--- config.mk ---
export PLATFORM = sky130hd
export DESIGN_NAME = status_error_reporting
export DESIGN_NICKNAME = d
export VERILOG_FILES = /design/src/core/status_pkg.sv /design/src/core/ques_event_latch.sv /design/src/core/error_queue.sv /design/src/core/status_error_reporting.sv
export SDC_FILE = /design/constraint.sdc
export NUM_CORES = 1
export LEC_CHECK = 0
export BUFFER_PORTS_ARGS = -buffer_cell sky130_fd_sc_hd__buf_2
export CORE_MARGIN = 1
export CORE_UTILIZATION = 35
export CTS_CLUSTER_SIZE = 8
export DETAILED_ROUTE_END_ITERATION = 10
export PLACE_DENSITY = 0.61
export SYNTH_ARGS = -nofsm -noshare
export SYNTH_HDL_FRONTEND = slang
export SYNTH_SLANG_ARGS = --single-unit
--- constraint.sdc ---
create_clock -name clk -period 9.3 [get_ports clk]
set_input_delay 0.93 -clock clk [delete_from_list [all_inputs] [get_ports clk]]
set_output_delay 0.93 -clock clk [all_outputs]
set_load 0.1 [all_outputs]
--- src/core/status_pkg.sv ---
// Shared types and constants of the status and error reporting block.
// Assumes one 250 MHz clock and a synchronous, active-high reset.
package status_pkg;
  localparam logic [15:0] ENAB_RST    = 16'h0000;
  localparam logic [15:0] ENAB_LEGAL  = 16'h7FFF;
  localparam logic [15:0] QUES_IMPL   = 16'h0301;
  localparam logic [15:0] COND_ANSWER = 16'h0000;
  localparam int          SUM_BIT     = 3;
  localparam logic [15:0] VERSION_X10 = 16'h4DC6;
  localparam logic [15:0] ERR_NONE    = 16'h0000;
  localparam logic [15:0] ERR_UNDEF   = 16'hFF8F;
  localparam logic [15:0] ERR_MACRO   = 16'hFEF2;
  localparam logic [15:0] ERR_OVFL    = 16'hFEA2;
  localparam logic [3:0]  QUEUE_DEPTH = 4'hF;
  localparam int          MACRO_SLOTS = 4;

  typedef enum logic [3:0] {
    CMD_QCOND   = 4'h0, CMD_QENAB_WR = 4'h1, CMD_QENAB_RD = 4'h2,
    CMD_QEVEN   = 4'h3, CMD_ERR_RD   = 4'h4, CMD_CLS      = 4'h5,
    CMD_RST     = 4'h6, CMD_PURGE    = 4'h7, CMD_MACRO    = 4'h8,
    CMD_VERSION = 4'h9, CMD_REF_ON   = 4'hA, CMD_REF_OFF  = 4'hB
  } cmd_code_t;

  typedef enum logic [2:0] {
    MSG_NO_ERROR = 3'h0, MSG_UNDEF_HEADER = 3'h1, MSG_MACRO_ERROR = 3'h2,
    MSG_TOO_MANY = 3'h3, MSG_OTHER = 3'h4
  } msg_t;

  typedef struct packed {
    logic [3:0]  code;
    logic [15:0] arg;
  } cmd_t;

  typedef struct packed {
    logic [15:0] num;
    msg_t        msg;
  } err_entry_t;

  typedef struct packed {
    logic [15:0] num;
    msg_t        msg;
    logic [15:0] value;
  } rsp_t;
endpackage

--- src/core/ques_event_latch.sv ---
// Questionable event latch: rising edges of condition bits, clear on read.
// Assumes the condition word is synchronous to clk.
`timescale 1ns/10ps
`default_nettype none
module ques_event_latch
  import status_pkg::*;
(
  input  wire logic        clk,
  input  wire logic        rst,
  input  wire logic [15:0] cond,
  input  wire logic        clr,
  output logic      [15:0] event_q
);
  logic [15:0] prev_q;
  logic [15:0] prev_d;
  logic [15:0] event_d;

  always_comb begin
    prev_d  = cond & QUES_IMPL;
    // A rise in the clearing cycle survives the clear
    event_d = (clr ? 16'h0000 : event_q) | (prev_d & ~prev_q);
  end

  always_ff @(posedge clk) begin
    if (rst) begin
      prev_q  <= 16'h0000;
      event_q <= 16'h0000;
    end else begin
      prev_q  <= prev_d;
      event_q <= event_d;
    end
  end
endmodule // ques_event_latch
`default_nettype wire

--- src/core/error_queue.sv ---
// First-in first-out error queue of fifteen entries with overflow marker.
// Assumes the caller pops only when not empty.
`timescale 1ns/10ps
`default_nettype none
module error_queue
  import status_pkg::*;
(
  input  wire logic       clk,
  input  wire logic       rst,
  input  wire logic       push,
  input  wire err_entry_t push_entry,
  input  wire logic       pop,
  input  wire logic       clear,
  output err_entry_t      head,
  output logic [3:0]      count_q
);
  err_entry_t mem_q [16];
  logic [3:0] rd_q, wr_q, rd_d, wr_d, count_d;
  logic       full_q, full_d, do_write;
  logic [3:0] waddr;
  err_entry_t wdata;

  always_comb begin
    rd_d     = rd_q;
    wr_d     = wr_q;
    count_d  = count_q;
    full_d   = full_q;
    do_write = 1'b0;
    waddr    = wr_q;
    wdata    = push_entry;
    if (clear) begin
      rd_d    = wr_q;
      count_d = 4'h0;
      full_d  = 1'b0;
    end else begin
      if (pop) begin
        rd_d    = rd_q + 4'h1;
        count_d = count_q - 4'h1;
        full_d  = 1'b0;
      end
      if (push && (pop || count_q != QUEUE_DEPTH)) begin
        do_write = 1'b1;
        wr_d     = wr_q + 4'h1;
        count_d  = count_d + 4'h1;
      end else if (push && !full_q) begin
        do_write = 1'b1;
        waddr    = wr_q - 4'h1;
        wdata    = err_entry_t'{num: ERR_OVFL, msg: MSG_TOO_MANY};
        full_d   = 1'b1;
      end
    end
  end

  always_ff @(posedge clk) begin
    if (rst) begin
      rd_q    <= 4'h0;
      wr_q    <= 4'h0;
      count_q <= 4'h0;
      full_q  <= 1'b0;
    end else begin
      rd_q    <= rd_d;
      wr_q    <= wr_d;
      count_q <= count_d;
      full_q  <= full_d;
    end
  end

  always_ff @(posedge clk) begin
    if (do_write) begin
      mem_q[waddr] <= wdata;
    end
  end

  assign head = mem_q[rd_q];
endmodule // error_queue
`default_nettype wire

--- src/core/status_error_reporting.sv ---
// Status reporting: questionable group, error queue, macros, indicators.
// Assumes one command per cycle on cmd_valid; answers come one cycle later.
`timescale 1ns/10ps
`default_nettype none

////////////////////////////////////////////////////////////////////////////////
// Notes on behaviour
// - Condition query always answers zero
// - Enable mask holds 0..32767, resets 0
// - Enabled latched event drives status bit 3
// - Enable query returns stored mask value
// - Event bits latch on rising condition only
// - Event read returns value then clears
// - Detected errors are pushed into queue
// - Error query pops oldest entry first
// - Empty queue query answers zero, no error
// - Clear status empties error queue
// - Fifteen entries; overflow overwrites newest with -350
// - After overflow reject errors until room
// - Queue starts empty after power-up
// - Instrument reset leaves error queue alone
// - Purge deletes named macro, else -270
// - Version query returns 1991.0
// - Reset or off command stops reference output
// - Remote indicator lights while addressed
// - Listen indicator lights while receiving
// - Talk indicator lights while sending
// - Service indicator lights while request pending
// - Gate indicator follows measurement gate
// - Only condition bits 0, 8, 9 exist
// - Clear status clears events, keeps masks
module status_error_reporting
  import status_pkg::*;
(
  input  wire logic        clk,
  input  wire logic        rst,
  input  wire logic        cmd_valid,
  input  wire cmd_t        cmd,
  output rsp_t             rsp,
  output logic             rsp_valid,
  input  wire logic [15:0] questionable_condition,
  input  wire logic        err_valid,
  input  wire err_entry_t  err_in,
  output logic             err_ready,
  output logic [7:0]       status_byte,
  output logic             ref_out_en,
  input  wire logic        addressed,
  input  wire logic        listening,
  input  wire logic        talking,
  input  wire logic        srq_pending,
  input  wire logic        gate_open,
  input  wire logic        active,
  output logic             remote_indicator,
  output logic             listen_indicator,
  output logic             talk_indicator,
  output logic             srq_indicator,
  output logic             gate_indicator,
  output logic             active_indicator
);

  ////////////////////////////////////////////////////////////////////////////
  // Command decode

  logic        is_cmd;
  cmd_code_t   code;
  logic        known;
  logic [15:0] ques_event;
  logic [15:0] enab_q, enab_d;
  logic        ev_clr;
  err_entry_t  q_head;
  logic [3:0]  q_count;
  logic        q_empty;
  logic        q_pop;
  logic        q_push;
  err_entry_t  q_entry;
  logic        int_err;
  err_entry_t  int_entry;

  assign code    = cmd_code_t'(cmd.code);
  assign known   = cmd.code <= CMD_REF_OFF;
  assign is_cmd  = cmd_valid && known;
  assign q_empty = q_count == 4'h0;

  ////////////////////////////////////////////////////////////////////////////
  // Questionable group

  ques_event_latch u_latch (
    .clk     (clk),
    .rst     (rst),
    .cond    (questionable_condition),
    .clr     (ev_clr),
    .event_q (ques_event)
  );

  assign ev_clr = is_cmd && (code == CMD_QEVEN || code == CMD_CLS);

  always_comb begin
    enab_d = enab_q;
    if (is_cmd && code == CMD_QENAB_WR) begin
      enab_d = cmd.arg & ENAB_LEGAL;
    end
  end

  always_ff @(posedge clk) begin
    if (rst) begin
      enab_q <= ENAB_RST;
    end else begin
      enab_q <= enab_d;
    end
  end

  // Summary is live so it drops in the same cycle the event is read away
  always_comb begin
    status_byte          = 8'h00;
    status_byte[SUM_BIT] = |(ques_event & enab_q);
  end

  ////////////////////////////////////////////////////////////////////////////
  // Macro table

  logic [7:0]             mname_q [MACRO_SLOTS];
  logic [MACRO_SLOTS-1:0] mvalid_q, mvalid_d;
  logic [7:0]             mname_new;
  logic [1:0]             mslot;
  logic                   mwrite;

  function automatic logic [2:0] find_slot(input logic [7:0] name,
                                           input logic       want_free);
    logic [2:0] hit;
    hit = 3'h4;
    for (int i = MACRO_SLOTS - 1; i >= 0; i--) begin
      if (want_free ? !mvalid_q[i] : (mvalid_q[i] && mname_q[i] == name)) begin
        hit = 3'(i);
      end
    end
    return hit;
  endfunction

  always_comb begin
    logic [2:0] same;
    logic [2:0] free;
    same      = find_slot(cmd.arg[7:0], 1'b0);
    free      = find_slot(cmd.arg[7:0], 1'b1);
    mvalid_d  = mvalid_q;
    mname_new = cmd.arg[7:0];
    mslot     = 2'h0;
    mwrite    = 1'b0;
    int_err   = 1'b0;
    int_entry = '{num: ERR_NONE, msg: MSG_NO_ERROR};
    if (cmd_valid && !known) begin
      int_err   = 1'b1;
      int_entry = '{num: ERR_UNDEF, msg: MSG_UNDEF_HEADER};
    end else if (is_cmd && code == CMD_PURGE) begin
      if (same[2]) begin
        int_err   = 1'b1;
        int_entry = '{num: ERR_MACRO, msg: MSG_MACRO_ERROR};
      end else begin
        mvalid_d[same[1:0]] = 1'b0;
      end
    end else if (is_cmd && code == CMD_MACRO) begin
      // A full table is reported the same way as a bad purge
      if (!same[2]) begin
        mslot  = same[1:0];
        mwrite = 1'b1;
      end else if (!free[2]) begin
        mslot  = free[1:0];
        mwrite = 1'b1;
        mvalid_d[free[1:0]] = 1'b1;
      end else begin
        int_err   = 1'b1;
        int_entry = '{num: ERR_MACRO, msg: MSG_MACRO_ERROR};
      end
    end
  end

  always_ff @(posedge clk) begin
    if (rst) begin
      mvalid_q <= '0;
    end else begin
      mvalid_q <= mvalid_d;
    end
  end

  always_ff @(posedge clk) begin
    if (mwrite) begin
      mname_q[mslot] <= mname_new;
    end
  end

  ////////////////////////////////////////////////////////////////////////////
  // Error queue

  // Internal errors take the single write port; outside errors wait
  assign err_ready = !int_err;
  assign q_push    = int_err || err_valid;
  assign q_entry   = int_err ? int_entry : err_in;
  assign q_pop     = is_cmd && code == CMD_ERR_RD && !q_empty;

  error_queue u_queue (
    .clk        (clk),
    .rst        (rst),
    .push       (q_push),
    .push_entry (q_entry),
    .pop        (q_pop),
    .clear      (is_cmd && code == CMD_CLS),
    .head       (q_head),
    .count_q    (q_count)
  );

  ////////////////////////////////////////////////////////////////////////////
  // Answers, reference output and indicators

  rsp_t rsp_d;
  logic rsp_valid_d;
  logic ref_d;
  logic [5:0] led_d, led_q;

  always_comb begin
    rsp_d       = '{num: ERR_NONE, msg: MSG_NO_ERROR, value: 16'h0000};
    rsp_valid_d = 1'b0;
    if (is_cmd) begin
      unique case (code)
        CMD_QCOND: begin
          rsp_valid_d = 1'b1;
          rsp_d.value = COND_ANSWER;
        end
        CMD_QENAB_RD: begin
          rsp_valid_d = 1'b1;
          rsp_d.value = enab_q;
        end
        CMD_QEVEN: begin
          rsp_valid_d = 1'b1;
          rsp_d.value = ques_event;
        end
        CMD_ERR_RD: begin
          rsp_valid_d = 1'b1;
          if (!q_empty) begin
            rsp_d.num = q_head.num;
            rsp_d.msg = q_head.msg;
          end
        end
        CMD_VERSION: begin
          rsp_valid_d = 1'b1;
          rsp_d.value = VERSION_X10;
        end
        CMD_QENAB_WR, CMD_CLS, CMD_RST, CMD_PURGE,
        CMD_MACRO, CMD_REF_ON, CMD_REF_OFF: begin
          rsp_valid_d = 1'b0;
        end
      endcase
    end
  end

  always_comb begin
    ref_d = ref_out_en;
    if (is_cmd && code == CMD_REF_ON) begin
      ref_d = 1'b1;
    end
    if (is_cmd && (code == CMD_REF_OFF || code == CMD_RST)) begin
      ref_d = 1'b0;
    end
    led_d = {active, gate_open, srq_pending, talking, listening, addressed};
  end

  always_ff @(posedge clk) begin
    if (rst) begin
      rsp       <= '{num: ERR_NONE, msg: MSG_NO_ERROR, value: 16'h0000};
      rsp_valid <= 1'b0;
      ref_out_en <= 1'b0;
      led_q     <= 6'h00;
    end else begin
      rsp       <= rsp_d;
      rsp_valid <= rsp_valid_d;
      ref_out_en <= ref_d;
      led_q     <= led_d;
    end
  end

  // One flop of lag on every lamp keeps their durations exact
  assign remote_indicator = led_q[0];
  assign listen_indicator = led_q[1];
  assign talk_indicator   = led_q[2];
  assign srq_indicator    = led_q[3];
  assign gate_indicator   = led_q[4];
  assign active_indicator = led_q[5];

  ////////////////////////////////////////////////////////////////////////////
  // Assertions

  property p_cond_zero;
    @(posedge clk) disable iff (rst)
    is_cmd && code == CMD_QCOND |=> rsp_valid && rsp.value == 16'h0000;
  endproperty
  a_cond_zero: assert property (p_cond_zero) else $error("condition query not zero");

  property p_enab_range;
    @(posedge clk) disable iff (rst) !enab_q[15];
  endproperty
  a_enab_range: assert property (p_enab_range) else $error("mask above 32767");

  property p_summary;
    @(posedge clk) disable iff (rst)
    $rose(questionable_condition[8]) && enab_q[8] |=> status_byte[3];
  endproperty
  a_summary: assert property (p_summary) else $error("summary bit missing");

  property p_latch;
    @(posedge clk) disable iff (rst) $rose(questionable_condition[9]) |=> ques_event[9];
  endproperty
  a_latch: assert property (p_latch) else $error("event did not latch");

  property p_no_fake;
    @(posedge clk) disable iff (rst)
    questionable_condition[1] |-> ##1 !ques_event[1];
  endproperty
  a_no_fake: assert property (p_no_fake) else $error("unimplemented bit set");

  property p_ev_clear;
    @(posedge clk) disable iff (rst)
    is_cmd && code == CMD_QEVEN && (questionable_condition & QUES_IMPL) == 16'h0000
    ##1 (questionable_condition & QUES_IMPL) == 16'h0000 |-> ques_event == 16'h0000;
  endproperty
  a_ev_clear: assert property (p_ev_clear) else $error("event not cleared");

  property p_empty_ans;
    @(posedge clk) disable iff (rst)
    is_cmd && code == CMD_ERR_RD && q_empty |=> rsp_valid && rsp.num == 16'h0000;
  endproperty
  a_empty_ans: assert property (p_empty_ans) else $error("empty answer wrong");

  property p_cls;
    @(posedge clk) disable iff (rst)
    is_cmd && code == CMD_CLS && !q_push |=> q_count == 4'h0 && enab_q == $past(enab_q);
  endproperty
  a_cls: assert property (p_cls) else $error("clear status wrong");

  property p_cap;
    @(posedge clk) disable iff (rst)
    q_count == QUEUE_DEPTH && q_push && !q_pop && !(is_cmd && code == CMD_CLS)
    |=> q_count == QUEUE_DEPTH;
  endproperty
  a_cap: assert property (p_cap) else $error("queue above fifteen");

  property p_rst_keep;
    @(posedge clk) disable iff (rst)
    is_cmd && code == CMD_RST && !q_push |=> q_count == $past(q_count);
  endproperty
  a_rst_keep: assert property (p_rst_keep) else $error("reset changed queue");

  property p_ref_off;
    @(posedge clk) disable iff (rst) is_cmd && code == CMD_RST |=> !ref_out_en;
  endproperty
  a_ref_off: assert property (p_ref_off) else $error("reference still on");

  property p_gate;
    @(posedge clk) disable iff (rst) gate_open ##1 gate_open |-> gate_indicator;
  endproperty
  a_gate: assert property (p_gate) else $error("gate lamp wrong");

  c_overflow: cover property (@(posedge clk) q_count == 4'hF && q_push && !q_pop);
  c_purge_err: cover property (@(posedge clk) int_err && int_entry.num == ERR_MACRO);
  c_ev_read: cover property (@(posedge clk) ev_clr && ques_event != 16'h0000);
endmodule // status_error_reporting
`default_nettype wire

; ---- After elaboration in Yosys (flattened, before gate mapping)
; Memory sizes are Yosys's and may differ from the RTL's. A register that Yosys moved wholly into a read port is not among the register bits.
; Index checks and enable logic that the tools add are counted.
[classes]
addsub = 5
magnitude_cmp = 5
n_eq_ne = 18
n_mux = 64
bitwise = 11
n_reduce_logical = 41
[op_table]
columns = op, count
row1 = two-way mux 19 bit, 10
row2 = two-way mux 4 bit, 13
row3 = one-hot mux 16 bit (3 select lines), 1
row4 = == test 8 bit, 4
row5 = two-way mux 3 bit, 8
row6 = two-way mux 1 bit, 23
row7 = logical AND 1 bit, 19
row8 = AND 10 x 16 -> 16 bit, 1
row9 = AND 16 x 15 -> 16 bit, 1
row10 = "== test 4 x 3 -> 1 bit, second input constant", 4
row11 = "== test 4 bit, second input constant", 4
row12 = two-way mux 16 bit, 1
row13 = NOT 16 bit, 1
row14 = OR 16 bit, 1
row15 = OR reduction 16 bit, 1
row16 = "adder 4 x 1 -> 4 bit, second input constant", 3
row17 = two-way mux 2 bit, 5
row18 = "== test 4 x 2 -> 1 bit, second input constant", 2
row19 = zero test 4 bit, 2
row20 = "subtractor 4 x 1 -> 4 bit, second input constant", 2
row21 = OR reduction 7 bit, 1
row22 = "< comparator 2 x 3 -> 1 bit, second input constant", 2
row23 = nonzero test 2 bit, 3
row24 = OR reduction 2 bit, 3
row25 = other kinds (18), 29
[word_totals]
ff_bits = 88
ram_bits = 336
output_inout_bits = 52
memories = 2
[mem_list]
columns = memory, words, width, read_ports, rd_ports_with_merged_regs, write_ports, line_no
row1 = u_queue.mem_q, 16, 19, 1, 1, 1, error_queue.sv:17  ; err_entry_t mem_q [16];
row2 = mname_q, 4, 8, 4, 0, 1, status_error_reporting.sv:121  ; logic [7:0] mname_q [MACRO_SLOTS];

; ---- Logic depth before layout (Yosys ltp)
; An unclocked memory read counts as a cell.
[logic_depth]
depth_word = 18
ltp_mapped = 11
depth_no_buf = 10

; ---- Cells and area by module
; A second synthesis with hierarchy kept.
[unflattened]
cells_unflattened = 1037
area_unflattened_um2 = 16846.2
[by_module_without_submodules]
columns = module, n_inst, cells_per_inst, area_each_um2
row1 = error_queue, 1, 619, 12594.6
row2 = status_error_reporting, 1, 386, 3936.3
row3 = ques_event_latch, 1, 32, 315.3

; ---- Least setup slack after synthesis
; Ideal clock, no wire load.
[synth_path]
kind = in2reg
from = input port cmd[2] (netlist bit)
to = memory u_queue.mem_q[0][2] (netlist bit) (data pin)
t_arrival_ns = 3.684
t_required_ns = 9.023
path_slack_ns = 5.339
cell_stages = 10
path_buffers = 2
path_cell_list = buf_2 > xnor2_1 > nand4_1 > or3_1 > and4_4 > buf_6 > and2_1 > nor2_2 > o21ai_2 > nor2_1
[synth_lines]
columns = element, line_no
row1 = "start, declared", status_error_reporting.sv:38  ; input wire cmd_t cmd,
row2 = "end, declared", error_queue.sv:17

; ---- Worst setup path in the final report
[layout_path]
from = input port cmd[3] (netlist bit)
to = memory u_queue.mem_q[11][5] (netlist bit), enable pin
[layout_via]
elab_chain_cells = 17
[layout_rtl]
columns = element, line_no
row1 = == test 8 bit, -
row2 = logical AND 1 bit, -
row3 = two-way mux 3 bit (3 in series), status_error_reporting.sv:132  ; if (want_free ? !mvalid_q[i] : (mvalid_q[i] && mname_q[i] == name)) begin
row4 = two-way mux 3 bit (*), status_error_reporting.sv:132
row5 = two-way mux 1 bit, status_error_reporting.sv:162  ; if (!same[2]) begin
row6 = two-way mux 1 bit, status_error_reporting.sv:160  ; end else if (is_cmd && code == CMD_MACRO) begin
row7 = two-way mux 1 bit (*), status_error_reporting.sv:153  ; end else if (is_cmd && code == CMD_PURGE) begin
row8 = two-way mux 1 bit (*), status_error_reporting.sv:150  ; if (cmd_valid && !known) begin
row9 = logical OR 1 bit (*), status_error_reporting.sv:195  ; assign q_push = int_err || err_valid;
row10 = logical AND 1 bit, error_queue.sv:45  ; end else if (push && !full_q) begin
row11 = two-way mux 1 bit, error_queue.sv:45
row12 = two-way mux 1 bit, error_queue.sv:41  ; if (push && (pop || count_q != QUEUE_DEPTH)) begin
row13 = two-way mux 1 bit, error_queue.sv:31  ; if (clear) begin
row14 = two-way mux 1 bit, error_queue.sv:69  ; if (do_write) begin
row15 = two-way mux 1 bit (implied by the code), error_queue.sv:70  ; mem_q[waddr] <= wdata;
; Every way passes the cells marked *; elsewhere a longest branch is shown, timed or not.

==> impl_table.tex <==
\begin{tabular}{lr}
\hline
Metric & Value \\
\hline
\multicolumn{2}{l}{\textbf{Status}} \\
\quad Status & finished with violations \\
\quad Violations in the final reports & DRC \\
\multicolumn{2}{l}{\textbf{Logic synthesis}} \\
\quad Mean Syn Cell Area & 16.65 µm² \\
\quad Synth Instances & between 1000 and 1500 \\
\quad Dominant register cell in the synthesized netlist & edfxtp\_1 \\
\quad Sequential area share after synthesis & a little over two thirds \\
\quad Synth warn & 0 \\
\quad Number of synthesized flops with an enable pin & between 300 and 400 \\
\quad Leading cell types by total area after synthesis & edfxtp\_1 (61\%), mux4\_2 (10\%), dfxtp\_1 (9.6\%) \\
\quad Post-synthesis async set-or-reset flop share & 0\% \\
\quad Register bit count reported by yosys & 416 \\
\quad Cell taking the most area after synthesis & edfxtp\_1 \\
\quad Library cells used by synthesis & between 60 and 70 \\
\quad Post-synthesis cell area & 16660 µm² \\
\quad Portion of synthesized cell area occupied by the leading cell type & 60.55\% \\
\multicolumn{2}{l}{\textbf{Worst hold path}} \\
\quad Worst Hold Launch & u\_latch.prev\_q[9] \\
\quad Hold Crit Endpoint & u\_latch.event\_q[9] \\
\quad Type of the most critical hold path & flop to flop \\
\quad Hold Path Cell Cnt & 2 \\
\multicolumn{2}{l}{\textbf{Placement}} \\
\quad Count of input and output buffers & 94 \\
\quad Total placed cells including tap cells & around 1700 \\
\quad Placement-stage worst setup slack & 4.636 ns \\
\quad Weighted congestion at the end of routability-driven global placement & $\sim$0.78 \\
\quad Placement Cell Area & 17760 µm² \\
\quad Post-detail-place hpwl & 20560 µm \\
\multicolumn{2}{l}{\textbf{Layout}} \\
\quad Area growth syn-to-layout & 17.19\% \\
\quad Total Nets Final & around 1200 \\
\quad Share of layout cells above drive strength 1 & 25.65\% \\
\quad Post-layout instance count excluding filler cells & 1772 \\
\quad FILL cells & 4171 \\
\quad Total non-filler cell area in the finished layout & 19530 µm² \\
\quad Area occupied by multi-input gates & 4616 µm² \\
\quad FF/Latch Area & 11700 µm² \\
\multicolumn{2}{l}{\textbf{Clock tree}} \\
\quad Max Buffers Root-to-Sink & 3 \\
\quad Post-CTS setup buffers & 0 \\
\quad Clk pin slew, worst setup/hold paths & 0.05 ns \\
\quad Latest clock arrival within the worst-skew pair & 0.61 ns \\
\quad CTS tree & yes \\
\quad Clock Tree Root & clkbuf\_16 \\
\quad Number of clock sinks & 416 \\
\quad Number of buffers created by CTS & 58 \\
\quad CTS H-Tree Depth & 2 \\
\quad Quantity of gates resized following cts & 0 \\
\quad Number of buffers inserted by hold repair at cts & 0 \\
\multicolumn{2}{l}{\textbf{Floorplan}} \\
\quad Die Span Y & 220.2 µm \\
\quad Number of rows in the core area & between 70 and 80 \\
\quad Core region area & 46750 µm² \\
\quad I/O pin total & 117 \\
\quad Die Span X & 220.2 µm \\
\quad Initial core utilization & 35.64\% \\
\quad DIE AREA & roughly 48000 µm² \\
\multicolumn{2}{l}{\textbf{Routing}} \\
\quad Average routed wire per standard cell & 20.48 µm \\
\quad Via density & a little over 5 \\
\quad Remaining antenna violation count after routing & 0 \\
\quad Iteration-0 DRC Markers & 701 \\
\quad Number of DRC violations after detailed routing & 24 \\
\quad Detailed Routing Iterations Pass 1 & 8 \\
\quad Number of vias after detailed routing & 8992 \\
\quad Final WL & around 36000 µm \\
\multicolumn{2}{l}{\textbf{Global route}} \\
\quad All-layer global routing usage & 15.32\% \\
\quad Vias in the first global route & approximately 9200 \\
\quad Largest net degree at the start of global routing & 60 \\
\quad Top Usage Layer GRT & met2 \\
\quad Total overflow reported by the global router & 0 \\
\quad Met1 track demand over resource & 21.09\% \\
\quad Met2 global-route usage & 23.54\% \\
\quad Met3 track demand over resource & 4.715\% \\
\quad First-pass GRT wire length & 54940 µm \\
\quad Number of antenna violations at the first check in global routing & 9 \\
\multicolumn{2}{l}{\textbf{STA}} \\
\quad Unrepaired setup endpoints after global routing & no \\
\quad Hold violation total from the final report & 0 \\
\quad Max Clock Skew & 0.03939 ns \\
\quad Min Clock Period, post-route & 4.043 ns \\
\quad Final worst-path setup slack & 5.257 ns \\
\quad Transition time at the pin with the least slew margin & 1.230 ns \\
\quad \# setup viols final & 0 \\
\quad Final max-slew violation count & 0 \\
\quad Max-slew headroom & approximately 18\% \\
\quad Setup\_tns & 0 ns \\
\quad Final worst path period share & 43.47\% \\
\quad FMAX & 247.3 MHz \\
\quad Hold Slack & 0.4650 ns \\
\multicolumn{2}{l}{\textbf{Worst setup path}} \\
\quad Largest fanout on the critical path & 13 \\
\quad Data arrival at the endpoint of the critical path & 4.32 ns \\
\quad Setup Crit Path Kind & input pin to flop \\
\quad Cell repeated most along the worst path & nor4\_1 \\
\quad Reg2Reg Launch Point & mname\_q[2][3] \\
\quad Critical Path RT & approximately 9.6 ns \\
\quad Count of cells along the worst register-to-register path & 9 \\
\quad Critical path's slowest cell & nor2\_2 \\
\quad Max stage delay on crit path & 0.91 ns \\
\quad Capture instance of the worst register-to-register path & u\_queue.mem\_q[11][5] \\
\quad Crit path capture type & flop \\
\quad Worst setup path startpoint & cmd[3] \\
\quad Cells along the critical path & buf\_2, xor2\_1, nor4\_1, nand4\_1, and4\_4, a21boi\_4, nor4\_1, o31a\_2, nor2\_2, buf\_4 \\
\quad R2r setup slk & 5.40 ns \\
\quad Worst setup SP type & input pin \\
\multicolumn{2}{l}{\textbf{Power and ir drop}} \\
\quad Static Leak & between 6 and 7 nW \\
\quad Max VDD drop & 0.1653 mV \\
\quad Power density relative to cell area & 220.6 nW/µm² \\
\multicolumn{2}{l}{\textbf{Flow run}} \\
\quad Count of maximum capacitance violations & 0 \\
\hline
\end{tabular}
## metrics by stage
stage          power (mW)  util (%)
2_1_floorplan       2.282         -
3_3_place_gp        2.337     37.98
3_5_place_dp        2.344     37.98
4_1_cts             4.355     41.75
5_1_grt             4.457     41.76
6_report            4.308     41.77
## metal layers
layer	up-vias	part of all wire (%)	wire, µm
met5	-	0.18	67
met4	12	1.8	643
met3	59	7.7	2800
met2	273	45	16420
met1	4560	45	16350
li1	4088	-	-
## sequential cells by signal, summed over array words and instances (netlist names)
signal / cells
rsp: 34
ref_out_en: 1
enab_q: 15
u_queue.count_q: 4
u_queue.rd_q: 4
u_latch.prev_q: 3
mname_q: 32
u_queue.wr_q: 4
u_latch.event_q: 3
u_queue.mem_q: 304
led_q: 6
u_queue.full_q: 1
mvalid_q: 4
rsp_valid: 1
## layout make-up
class,count,share of cell area (%)
Sequential cell,416,59.93
Tap cell,607,3.889
Antenna cell,3,0.03844
Multi-Input combinational cell,507,23.64
Clock buffer,105,8.336
Timing Repair Buffer,114,3.178
Clock inverter,5,0.6984
Inverter,15,0.2883
## synth_stat cells (9+ instances only)
library cell	n
edfxtp_1	336
dfxtp_1	80
nor2_1	79
mux4_2	76
a211oi_1	44
mux2i_1	38
clkbuf_1	35
nor2b_1	35
xnor2_1	34
nand2_1	29
nor3_1	20
buf_2	16
inv_1	15
nand4_1	11
xor2_1	11
a21oi_1	10
nand3_1	10
o21ai_0	10
and2_1	9
buf_4	9
## critical path: cells and delay by family
kind	cells	cell delay [ns]
AOI/OAI and AO/OA	2	0.75
xor gates and xnor gates	1	0.18
buffers and inverters	2	0.53
and+or+nand+nor	5	1.93
## report_power, final
group	switching, mW	internal, mW	total (mW)
clock	0.774	1.23	2.00
combinational	0.147	0.0809	0.228
sequential	0.0209	2.06	2.08
## cells in the final DEF (no fill, tap or decap), types with 11 or more instances in the layout
cell and count:
nor3_1 20, buf_2 94, nand4_1 11, dfxtp_1 76
edfxtp_1 336, buf_4 20, mux2i_1 38, nor2b_1 35
xnor2_1 34, a211oi_1 44, xor2_1 11, nor2_1 63
clkbuf_1 47, nand2_1 29, mux4_2 76, clkbuf_16 58
inv_1 15, nor2_2 15
## cells by family (layout without fill, tap and decap cells)
| group | count (synthesis) | count (layout) | share of synthesized area [%] |
|---|---|---|---|
| AO/OA/AOI/OAI | 96 | 96 | 4.483 |
| XOR/XNOR | 45 | 45 | 2.365 |
| adder cells (fa/ha/maj) | 6 | 6 | 0.4505 |
| buffers and inverters | 85 | 239 | 2.598 |
| flip-flops | 416 | 416 | 70.16 |
| multiplexers | 114 | 114 | 12.55 |
| other | 1 | 11 | 0.02250 |
| AND/OR/NAND/NOR | 238 | 238 | 7.366 |
## how the worst max path moves through the flow
| stage | endpoint | cells past startpoint |
|---|---|---|
| after detailed placement | u_queue.mem_q[11][0] | 10 |
| final | u_queue.mem_q[11][5] | 10 |
| after global routing | u_queue.mem_q[10][13] | 10 |
| after global placement | u_queue.mem_q[10][5] | 10 |
| after floorplan | u_queue.mem_q[0][2] | 10 |
| after CTS | u_queue.mem_q[11][5] | 10 |
(Power assumes the default switching activity.)
